File: config.mk
export PLATFORM = sky130hd
export DESIGN_NAME = chip_select_unit
export DESIGN_NICKNAME = d
export VERILOG_FILES = /design/src/logic/chip_select_pkg.sv /design/src/logic/bus_cycle_if.sv /design/src/logic/select_match.sv /design/src/logic/chip_select_unit.sv
export SDC_FILE = /design/constraint.sdc
export NUM_CORES = 1
export LEC_CHECK = 0
export BUFFER_PORTS_ARGS = -buffer_cell sky130_fd_sc_hd__buf_2
export CORE_UTILIZATION = 40
export DETAILED_ROUTE_END_ITERATION = 10
export GPL_TIMING_DRIVEN = 0
export SLEW_MARGIN = 10
export SYNTH_ARGS = -nofsm -noshare
export SYNTH_HDL_FRONTEND = slang
export SYNTH_SLANG_ARGS = --single-unit
File: constraint.sdc
create_clock -name pclk -period 3.45 [get_ports pclk]
set_input_delay 0.1725 -clock pclk [delete_from_list [all_inputs] [get_ports pclk]]
set_output_delay 0.1725 -clock pclk [all_outputs]
set_load 0.01 [all_outputs]
File: src/logic/chip_select_pkg.sv
`default_nettype none
// ============================================================
// shared constants and types for the chip-select unit
package chip_select_pkg;

  // select slots: index 0 is the boot select, 1..11 the general selects
  localparam int NUM_SEL = 12;
  localparam int PA_LOW_FIELDS = 7;

  // register byte offsets
  localparam logic [7:0] OFF_PA_LOW = 8'h00;
  localparam logic [7:0] OFF_PA_HIGH = 8'h04;
  localparam logic [7:0] OFF_BOOT_BASE = 8'h08;
  localparam logic [7:0] OFF_BOOT_OPT = 8'h0C;
  localparam logic [7:0] OFF_STATUS = 8'h10;
  localparam logic [7:0] OFF_SEL_FIRST = 8'h20;
  localparam logic [7:0] OFF_SEL_LAST = 8'h77;
  localparam logic [7:0] OFF_SEL_OPT = 8'h04;

  // base register fields
  localparam int BASE_ADDR_LO = 3;
  localparam int BASE_BLK_LO = 0;

  // option register fields
  localparam int OPT_MODE = 15;
  localparam int OPT_BYTE_LO = 13;
  localparam int OPT_RW_LO = 11;
  localparam int OPT_STRB = 10;
  localparam int OPT_ACK_LO = 6;
  localparam int OPT_SPACE_LO = 4;
  localparam int OPT_LEVEL_LO = 1;
  localparam int OPT_AUTOVEC = 0;

  // reset values
  localparam logic [15:0] BASE_RST = 16'h0000;
  localparam logic [15:0] OPT_RST = 16'h0000;
  localparam logic [15:0] BOOT_BASE_RST = 16'h0006;
  localparam logic [15:0] BOOT_OPT_RST = 16'h7B60;
  localparam logic [1:0] PA_RST = 2'h1;

  // encodings
  localparam logic [1:0] SPACE_CPU = 2'h0;
  localparam logic [1:0] SPACE_USER = 2'h1;
  localparam logic [1:0] SPACE_SUPER = 2'h2;
  localparam logic [3:0] ACK_FAST = 4'hE;
  localparam logic [3:0] ACK_EXTERNAL = 4'hF;
  localparam logic [3:0] IACK_TYPE = 4'hF;
  localparam logic [2:0] FC_CPU = 3'h7;
  localparam logic [1:0] SIZ_BYTE = 2'h1;
  localparam logic [1:0] PA_PORT16 = 2'h3;

  // slow peripheral clock divider
  localparam logic [2:0] SLOW_CLK_LAST = 3'h7;

  typedef enum logic [1:0] {ACK_IDLE, ACK_WAIT, ACK_DONE} ack_state_t;

endpackage
`default_nettype wire

File: src/logic/bus_cycle_if.sv
`timescale 1ns/1ps
`default_nettype none
// ============================================================
// attributes of the bus cycle now on the external bus
interface bus_cycle_if;
  logic [23:0] addr;
  logic [2:0] fc;
  logic rw_read;
  logic [1:0] siz;
  logic iack_internal;

  modport drive (output addr, fc, rw_read, siz, iack_internal);
  modport sense (input addr, fc, rw_read, siz, iack_internal);
endinterface
`default_nettype wire

File: src/logic/select_match.sv
`timescale 1ns/1ps
`default_nettype none
// ============================================================
// compare one select's settings against the current cycle
module select_match (
  // settings
  input wire logic [15:0] base,
  input wire logic [15:0] opt,
  input wire logic [1:0] pin_assign,
  // cycle
  bus_cycle_if.sense cyc,
  // result
  output logic hit
);

  logic cpu;
  logic space_ok;
  logic addr_ok;
  logic rw_ok;
  logic byte_ok;
  logic iack_ok;
  logic lane_hi;
  logic lane_lo;
  logic [4:0] low_bit;
  logic [1:0] space;
  logic [1:0] byte_f;
  logic [2:0] level;

  // field decode and comparisons
  always_comb begin
    space = opt[chip_select_pkg::OPT_SPACE_LO +: 2];
    byte_f = opt[chip_select_pkg::OPT_BYTE_LO +: 2];
    level = opt[chip_select_pkg::OPT_LEVEL_LO +: 3];
    cpu = (cyc.fc == chip_select_pkg::FC_CPU);
    case (space)
      chip_select_pkg::SPACE_CPU: space_ok = cpu;
      chip_select_pkg::SPACE_USER: space_ok = !cpu && !cyc.fc[2];
      chip_select_pkg::SPACE_SUPER: space_ok = !cpu && cyc.fc[2];
      default: space_ok = !cpu;
    endcase
    // block size sets the lowest compared address bit
    case (base[chip_select_pkg::BASE_BLK_LO +: 3])
      3'h0: low_bit = 5'd11;
      3'h1: low_bit = 5'd13;
      3'h2: low_bit = 5'd14;
      3'h3: low_bit = 5'd16;
      3'h4: low_bit = 5'd17;
      3'h5: low_bit = 5'd18;
      3'h6: low_bit = 5'd19;
      default: low_bit = 5'd20;
    endcase
    addr_ok = 1'b1;
    for (int b = 11; b < 24; b++) begin
      if (5'(b) >= low_bit && cyc.addr[b] != base[b - 11 + chip_select_pkg::BASE_ADDR_LO]) begin
        addr_ok = 1'b0;
      end
    end
    rw_ok = cyc.rw_read ? opt[chip_select_pkg::OPT_RW_LO] : opt[chip_select_pkg::OPT_RW_LO + 1];
    lane_hi = !cyc.addr[0];
    lane_lo = cyc.addr[0] || (cyc.siz != chip_select_pkg::SIZ_BYTE);
    if (pin_assign == chip_select_pkg::PA_PORT16) begin
      byte_ok = (byte_f[1] && lane_hi) || (byte_f[0] && lane_lo);
    end else begin
      byte_ok = (byte_f != 2'h0);
    end
    // level mask only counts for cpu space; on-chip requests are left alone
    if (space == chip_select_pkg::SPACE_CPU) begin
      iack_ok = (cyc.addr[19:16] == chip_select_pkg::IACK_TYPE) && !cyc.iack_internal
        && (level == 3'h0 || level == cyc.addr[3:1]);
    end else begin
      iack_ok = 1'b1;
    end
    hit = pin_assign[1] && space_ok && addr_ok && rw_ok && byte_ok && iack_ok;
  end

endmodule // select_match
`default_nettype wire

File: src/logic/chip_select_unit.sv
// Register access over APB and the placing of the registers were left to the implementer.
`timescale 1ns/1ps
`default_nettype none
// Notes on behaviour
// - iack responses only for external request cycles
// - on-chip interrupt acknowledges get no select response
// - no vector supplied: autovector ends the cycle
// - general pin fields: low one, high from data
// - data lines default high; board may drive
// - general selects reset to documented defaults
// - general byte lanes reset disabled, no assertion
// - boot select serves vector fetch at zero
// - boot pin field high one, both bytes
// - boot port width from data line zero
// - boot base zero with 512 Kbyte block
// - boot options reset to documented defaults
// - level and autovector only in cpu space
// - async follows strobes, sync follows slow clock
// - ack field picks internal ack and waits
module chip_select_unit (
  // clock and reset
  input wire logic pclk,
  input wire logic presetn,
  // apb slave
  input wire logic psel,
  input wire logic penable,
  input wire logic pwrite,
  input wire logic [7:0] paddr,
  input wire logic [31:0] pwdata,
  output logic [31:0] prdata,
  output logic pready,
  output logic pslverr,
  // reset configuration straps
  input wire logic [7:0] data_in,
  // external bus cycle
  input wire logic [23:0] addr,
  input wire logic [2:0] fc,
  input wire logic rw_read,
  input wire logic [1:0] siz,
  input wire logic address_strobe_n,
  input wire logic data_strobe_n,
  input wire logic iack_internal,
  // select and termination outputs
  output logic [10:0] sel_n,
  output logic boot_select_n,
  output logic [1:0] data_size_ack_n,
  output logic autovector_request_n,
  output logic slow_peripheral_clock
);

  localparam int N = chip_select_pkg::NUM_SEL;

  // ==========================================================
  // state
  typedef struct packed {
    logic [N-1:0][1:0] pin_assign;
    logic [N-1:0][15:0] base;
    logic [N-1:0][15:0] opt;
    logic strapped;
    logic [2:0] div_cnt;
    logic slow_clk;
    logic [N-1:0] sel_n;
    chip_select_pkg::ack_state_t ack_state;
    logic [3:0] wait_cnt;
    logic [1:0] ack_n;
    logic autovec_n;
    logic [31:0] prdata;
    logic pready;
    logic pslverr;
  } unit_state_t;

  unit_state_t cur;
  unit_state_t next_cur;
  logic [N-1:0] hit;

  // ==========================================================
  // cycle attributes shared with the comparators
  bus_cycle_if cyc ();

  assign cyc.addr = addr;
  assign cyc.fc = fc;
  assign cyc.rw_read = rw_read;
  assign cyc.siz = siz;
  assign cyc.iack_internal = iack_internal;

  // one comparator per select
  generate
    for (genvar g = 0; g < N; g++) begin : g_match
      select_match u_match (
        .base(cur.base[g]),
        .opt(cur.opt[g]),
        .pin_assign(cur.pin_assign[g]),
        .cyc(cyc),
        .hit(hit[g])
      );
    end
  endgenerate

  // ==========================================================
  // next state
  logic slow_en;
  logic setup;
  logic wr;
  logic sel_reg;
  logic sel_is_opt;
  logic [3:0] sel_idx;
  logic [7:0] sel_off;
  logic [31:0] rd;
  logic rd_err;
  logic found;
  logic [3:0] pick;
  logic [3:0] ack_field;
  logic [15:0] pick_opt;

  always_comb begin
    next_cur = cur;
    // slow peripheral clock divider and its enable
    slow_en = (cur.div_cnt == chip_select_pkg::SLOW_CLK_LAST);
    next_cur.div_cnt = cur.div_cnt + 3'h1;
    next_cur.slow_clk = next_cur.div_cnt[2];

    // straps taken once, first clock after reset release
    if (!cur.strapped) begin
      next_cur.strapped = 1'b1;
      next_cur.pin_assign[0] = {1'b1, data_in[0]};
      for (int k = 1; k < N; k++) begin
        next_cur.pin_assign[k] = {data_in[((k - 1) % 7) + 1], 1'b1};
      end
    end

    // apb decode
    setup = psel && !penable;
    wr = psel && penable && cur.pready && pwrite;
    sel_off = paddr - chip_select_pkg::OFF_SEL_FIRST;
    sel_reg = (paddr >= chip_select_pkg::OFF_SEL_FIRST)
      && (paddr <= chip_select_pkg::OFF_SEL_LAST) && (paddr[1:0] == 2'h0);
    sel_idx = 4'(sel_off[7:3]) + 4'h1;
    sel_is_opt = (sel_off[2:0] == chip_select_pkg::OFF_SEL_OPT[2:0]);
    rd = 32'h0000_0000;
    rd_err = 1'b0;
    if (sel_reg) begin
      rd[15:0] = sel_is_opt ? cur.opt[sel_idx] : cur.base[sel_idx];
    end else begin
      case (paddr)
        chip_select_pkg::OFF_PA_LOW: begin
          for (int k = 0; k < chip_select_pkg::PA_LOW_FIELDS; k++) begin
            rd[2*k +: 2] = cur.pin_assign[k];
          end
        end
        chip_select_pkg::OFF_PA_HIGH: begin
          for (int k = chip_select_pkg::PA_LOW_FIELDS; k < N; k++) begin
            rd[2*(k - chip_select_pkg::PA_LOW_FIELDS) +: 2] = cur.pin_assign[k];
          end
        end
        chip_select_pkg::OFF_BOOT_BASE: rd[15:0] = cur.base[0];
        chip_select_pkg::OFF_BOOT_OPT: rd[15:0] = cur.opt[0];
        chip_select_pkg::OFF_STATUS: begin
          rd[N-1:0] = ~cur.sel_n;
          rd[16] = !cur.ack_n[0] || !cur.ack_n[1];
          rd[17] = !cur.autovec_n;
          rd[18] = cur.slow_clk;
        end
        default: rd_err = 1'b1;
      endcase
    end

    // answer one cycle after setup, zero wait access phase
    next_cur.pready = setup;
    if (setup) begin
      next_cur.prdata = pwrite ? 32'h0000_0000 : rd;
      next_cur.pslverr = rd_err || (pwrite && paddr == chip_select_pkg::OFF_STATUS);
    end else begin
      next_cur.prdata = 32'h0000_0000;
      next_cur.pslverr = 1'b0;
    end

    // register writes take effect at the completing edge
    if (wr && !cur.pslverr) begin
      if (sel_reg) begin
        if (sel_is_opt) begin
          next_cur.opt[sel_idx] = pwdata[15:0];
        end else begin
          next_cur.base[sel_idx] = pwdata[15:0];
        end
      end else begin
        case (paddr)
          chip_select_pkg::OFF_PA_LOW: begin
            for (int k = 0; k < chip_select_pkg::PA_LOW_FIELDS; k++) begin
              next_cur.pin_assign[k] = pwdata[2*k +: 2];
            end
          end
          chip_select_pkg::OFF_PA_HIGH: begin
            for (int k = chip_select_pkg::PA_LOW_FIELDS; k < N; k++) begin
              next_cur.pin_assign[k] = pwdata[2*(k - chip_select_pkg::PA_LOW_FIELDS) +: 2];
            end
          end
          chip_select_pkg::OFF_BOOT_BASE: next_cur.base[0] = pwdata[15:0];
          chip_select_pkg::OFF_BOOT_OPT: next_cur.opt[0] = pwdata[15:0];
          default: next_cur.strapped = next_cur.strapped;
        endcase
      end
    end

    // select assertion; only cycles driven onto the external bus match
    for (int i = 0; i < N; i++) begin
      if (address_strobe_n) begin
        next_cur.sel_n[i] = 1'b1;
      end else if (cur.sel_n[i] && hit[i]) begin
        if (cur.opt[i][chip_select_pkg::OPT_MODE]) begin
          if (slow_en) begin
            next_cur.sel_n[i] = 1'b0;
          end
        end else if (!cur.opt[i][chip_select_pkg::OPT_STRB] || !data_strobe_n) begin
          next_cur.sel_n[i] = 1'b0;
        end
      end
    end

    // lowest asserted async select owns internal termination
    found = 1'b0;
    pick = 4'h0;
    for (int i = N - 1; i >= 0; i--) begin
      if (!cur.sel_n[i] && !cur.opt[i][chip_select_pkg::OPT_MODE]) begin
        found = 1'b1;
        pick = 4'(i);
      end
    end
    pick_opt = cur.opt[pick];
    ack_field = pick_opt[chip_select_pkg::OPT_ACK_LO +: 4];

    // internal ack / autovector sequencer
    case (cur.ack_state)
      chip_select_pkg::ACK_IDLE: begin
        if (found && !address_strobe_n) begin
          if (pick_opt[chip_select_pkg::OPT_SPACE_LO +: 2] == chip_select_pkg::SPACE_CPU
              && pick_opt[chip_select_pkg::OPT_AUTOVEC]) begin
            next_cur.autovec_n = 1'b0;
            next_cur.ack_state = chip_select_pkg::ACK_DONE;
          end else if (ack_field == chip_select_pkg::ACK_EXTERNAL) begin
            next_cur.ack_state = chip_select_pkg::ACK_DONE;
          end else if (ack_field == chip_select_pkg::ACK_FAST || ack_field == 4'h0) begin
            next_cur.ack_n = (cur.pin_assign[pick] == chip_select_pkg::PA_PORT16)
              ? 2'h1 : 2'h2;
            next_cur.ack_state = chip_select_pkg::ACK_DONE;
          end else begin
            next_cur.wait_cnt = ack_field;
            next_cur.ack_state = chip_select_pkg::ACK_WAIT;
          end
        end
      end
      chip_select_pkg::ACK_WAIT: begin
        if (address_strobe_n) begin
          next_cur.ack_state = chip_select_pkg::ACK_IDLE;
        end else if (cur.wait_cnt == 4'h1) begin
          next_cur.ack_n = (cur.pin_assign[pick] == chip_select_pkg::PA_PORT16)
            ? 2'h1 : 2'h2;
          next_cur.ack_state = chip_select_pkg::ACK_DONE;
        end else begin
          next_cur.wait_cnt = cur.wait_cnt - 4'h1;
        end
      end
      chip_select_pkg::ACK_DONE: begin
        if (address_strobe_n) begin
          next_cur.ack_n = 2'h3;
          next_cur.autovec_n = 1'b1;
          next_cur.ack_state = chip_select_pkg::ACK_IDLE;
        end
      end
      default: next_cur.ack_state = chip_select_pkg::ACK_IDLE;
    endcase
  end

  // ==========================================================
  // state register and reset values
  always_ff @(posedge pclk or negedge presetn) begin
    if (!presetn) begin
      for (int i = 1; i < N; i++) begin
        cur.base[i] <= chip_select_pkg::BASE_RST;
        cur.opt[i] <= chip_select_pkg::OPT_RST;
        cur.pin_assign[i] <= chip_select_pkg::PA_RST;
      end
      cur.base[0] <= chip_select_pkg::BOOT_BASE_RST;
      cur.opt[0] <= chip_select_pkg::BOOT_OPT_RST;
      cur.pin_assign[0] <= 2'h3;
      cur.strapped <= 1'b0;
      cur.div_cnt <= 3'h0;
      cur.slow_clk <= 1'b0;
      cur.sel_n <= '1;
      cur.ack_state <= chip_select_pkg::ACK_IDLE;
      cur.wait_cnt <= 4'h0;
      cur.ack_n <= 2'h3;
      cur.autovec_n <= 1'b1;
      cur.prdata <= 32'h0000_0000;
      cur.pready <= 1'b0;
      cur.pslverr <= 1'b0;
    end else begin
      cur <= next_cur;
    end
  end

  // outputs straight from state flops
  assign prdata = cur.prdata;
  assign pready = cur.pready;
  assign pslverr = cur.pslverr;
  assign boot_select_n = cur.sel_n[0];
  assign sel_n = cur.sel_n[N-1:1];
  assign data_size_ack_n = cur.ack_n;
  assign autovector_request_n = cur.autovec_n;
  assign slow_peripheral_clock = cur.slow_clk;

endmodule // chip_select_unit
`default_nettype wire

==> impl_metrics.tcl <==
set metrics [dict create \
    outcome "finished, violations left" \
    violations "setup timing" \
    netlist_area_sq_um 26500 \
    antenna_found_initial 7 \
    clkSinkCount 454 \
    dp.cells 3341 \
    hold_viol 0 \
    maxSlewViolCount 0 \
    path_clk_slew_ns 0.06 \
    multi_input_area_sq_um 14300 \
    detail-route-antenna-nets 0 \
    die_w_microns 259 \
    overflow 0 \
    maxCapViolations 0 \
    post-route-period-util 1.03 \
    power_per_cell_area_nw_per_um2 416 \
    max-clock-path-buffers 3 \
    worstSetupStartpoint "paddr[3]" \
    synth-edff-count 0 \
    grt_pass1_vias 22000 \
    power_frac_clock 0.459 \
    hold_start "data_in[2]" \
    p_leak_nw 13.8 \
    worst_slew_pin_slew_ns 1.38 \
    fmax_ghz 0.281 \
    synthCells 2372 \
    seqPwrFrac 0.422 \
    fillCellCount 6037 \
    start_util 0.407 \
    drt_iter0_drc 2763 \
    drive_gt1_frac 0.353 \
    pin_count 136 \
    synthTopCellsByCount "dfrtp_1, mux2_2, nand2_1" \
    synthDistinctLibCells 73 \
    first_pass_iters 7 \
    grt_pass1_wl_microns 169000 \
    finalNetCount 2702 \
    fin_setup_tns_ns -0.485 \
    total_power_mw 13.0 \
    slowest_stage "a31oi_4" \
    yosysMostFrequentCell "dfrtp_1" \
    die_area_sq_um 67200 \
    synth_seq_cells 454 \
    synth_ff_type "dfrtp_1" \
    cp_max_fo 10 \
    insertion_delay_ns 0.64 \
    die_h_microns 259 \
    cp_cell_sequence "buf_2 > clkbuf_4 > clkbuf_8 > clkbuf_8 > clkinvlp_4 > ha_1 > clkbuf_4 > buf_4 > buf_6 > clkbuf_8 > mux4_2 > nand2_1 > a31oi_4 > o22ai_1 > nor3_1" \
    tritoncts "built" \
    wl_per_cell_microns 34.5 \
    synth.largest_area_cell "dfrtp_1" \
    p_int_mw 9.33 \
    syn_to_final_growth_pct 18.1 \
    rows 93 \
    ys_warn_count 0 \
    hpwl_microns 90700 \
    yosys-top-cells-area "dfrtp_1, mux2_2, mux4_2, xnor2_1, dfstp_2" \
    final-instance-count-excl-fill 3510 \
    num_vias 22700 \
    io_buffers 91 \
    end_kind "register" \
    core_sq_um 64900 \
    holdWs_ns 0.0243 \
    peakVddDrop_mv 0.383 \
    cts_buffers 55 \
    switching_share 0.282 \
    p_comb_frac 0.118 \
    grt_use_total 0.359 \
    cp.arrival_ns 4.03 \
    seqCellArea_sq_um 11400 \
    p_sw_mw 3.67 \
    htreeDepth 2 \
    cp_common_cell "clkbuf_8" \
    rr_startpoint "sel_n[9]$_DFFE_PN1P_" \
    async_flop_share 1.00 \
    ctsRootBufferMaster "clkbuf_16" \
    final_core_util 0.481 \
    cp_slowest_stage_delay_ns 0.38 \
    yosys.area.top_type_share 0.393 \
    gp_congestion 1.06 \
    avgSynthCellArea_sq_um 11.2 \
    cp-start-kind "primary input" \
    finClkSkew_ns 0.0288 \
    viasPerCell 6.46 \
    setup_viol 10 \
    reg2reg_slack_ns -0.10 \
    drc 0 \
    layout_setup_ws_ns -0.109 \
    critical_path_class "in2reg" \
    cp.required_ns 3.92 \
    rsz0062_at_grt "true" \
    drt_wl_total_microns 121000 \
    slew_headroom 0.0817 \
    seq_area_frac_synth 0.431 \
    period_needed_ns 3.56 \
    grt_max_degree 111 \
    min_path_type "in2reg" \
]
==> layout make-up <==
type,instances,area share
Buffer,225,0.0395
Clock inverter,25,0.00849
Antenna cell,1,0.0000801
Tap cell,855,0.0343
Inverter,38,0.00469
Clock buffer,78,0.0504
Multi-Input combinational cell,1667,0.458
Sequential cell,454,0.365
Timing Repair Buffer,167,0.0388
==> routing by layer <==
| layer | vias up | GRT usage | share of wire |
|---|---|---|---|
| li1 | 9185 | - | - |
| met1 | 11600 | 0.477 | 0.40 |
| met2 | 1462 | 0.540 | 0.43 |
| met3 | 368 | 0.0912 | 0.10 |
| met4 | 8 | 0.190 | 0.063 |
| met5 | - | 0 | 0.00041 |
==> per-stage QoR <==
step	setup WS, ns	area, sq um
after floorplan	0.0444	26500
after global placement	-6.99	28000
after detailed placement	-3.35	28300
after CTS	-0.0611	31000
after global routing	-0.197	31200
final	-0.109	31200
==> what timing repair did <==
item / 4_1_cts / 5_1_grt
resized for setup: 87 / 50
hold buffers: 26 / 0
setup buffers: 30 / 9
gates cloned: 0 / 1
hold endpoints to repair: 174 / 0
endpoints found under the setup margin: 243 / 109
pin swaps: 11 / 19
==> cells by family (layout without fill, tap and decap cells) <==
| family | Yosys count | count (layout) | share of synthesized area |
|---|---|---|---|
| other | 2 | 15 | 0.000284 |
| AND/OR/NAND/NOR | 456 | 456 | 0.0789 |
| buffers and inverters | 264 | 533 | 0.0454 |
| XOR/XNOR | 172 | 172 | 0.0569 |
| adder cells (fa/ha/maj) | 8 | 8 | 0.00378 |
| AO/OA/AOI/OAI | 492 | 493 | 0.120 |
| flip-flops | 454 | 454 | 0.431 |
| multiplexers | 524 | 524 | 0.263 |
==> power by group through the flow <==
stage | clock network (mW) | registers, mW | logic (mW)
after floorplan | 0 | 5.54 | 0.696
after global placement | 0 | 5.58 | 1.37
after detailed placement | 0 | 5.58 | 1.40
after CTS | 6.03 | 5.48 | 1.47
after global routing | 6.22 | 5.49 | 1.60
final | 5.97 | 5.49 | 1.54
==> path summary, 6_finish.rpt <==
path                                             endpoint  cells after the start
min                                    cur[463]$_DFF_PN0_                      4
min in group asynchronous      asynchronous set/reset pin                      2
min reg2reg                             cur[56]$_DFF_PN0_                      1
max in group asynchronous             cur[65]$_DFFE_PN1P_                      5
max reg2reg                data_size_ack_n[0]$_DFFE_PN1P_                     12
max                                   prdata[6]$_DFF_PN0_                     15
==> worst max-delay path, delay by kind of cell <==
family,cells,cell delay [ns]
AO/OA/AOI/OAI,2,0.54
adder cells (fa/ha/maj),1,0.34
buffers and inverters,9,2.20
multiplexers,1,0.26
AND/OR/NAND/NOR,2,0.47
==> layout by cell type (no fill, tap or decap), types with 40 or more instances in the layout <==
cell         n
clkbuf_1   109
xnor2_1    130
nand2_1    149
a31oi_1     56
clkbuf_16   56
dfrtp_1    414
buf_4       93
mux4_2      99
mux2_2     383
a21oi_1    135
buf_2       98
xor2_1      40
nand3_1     68
nor2_1     113
o21ai_0     98
Power figures use the tool's default switching activity.
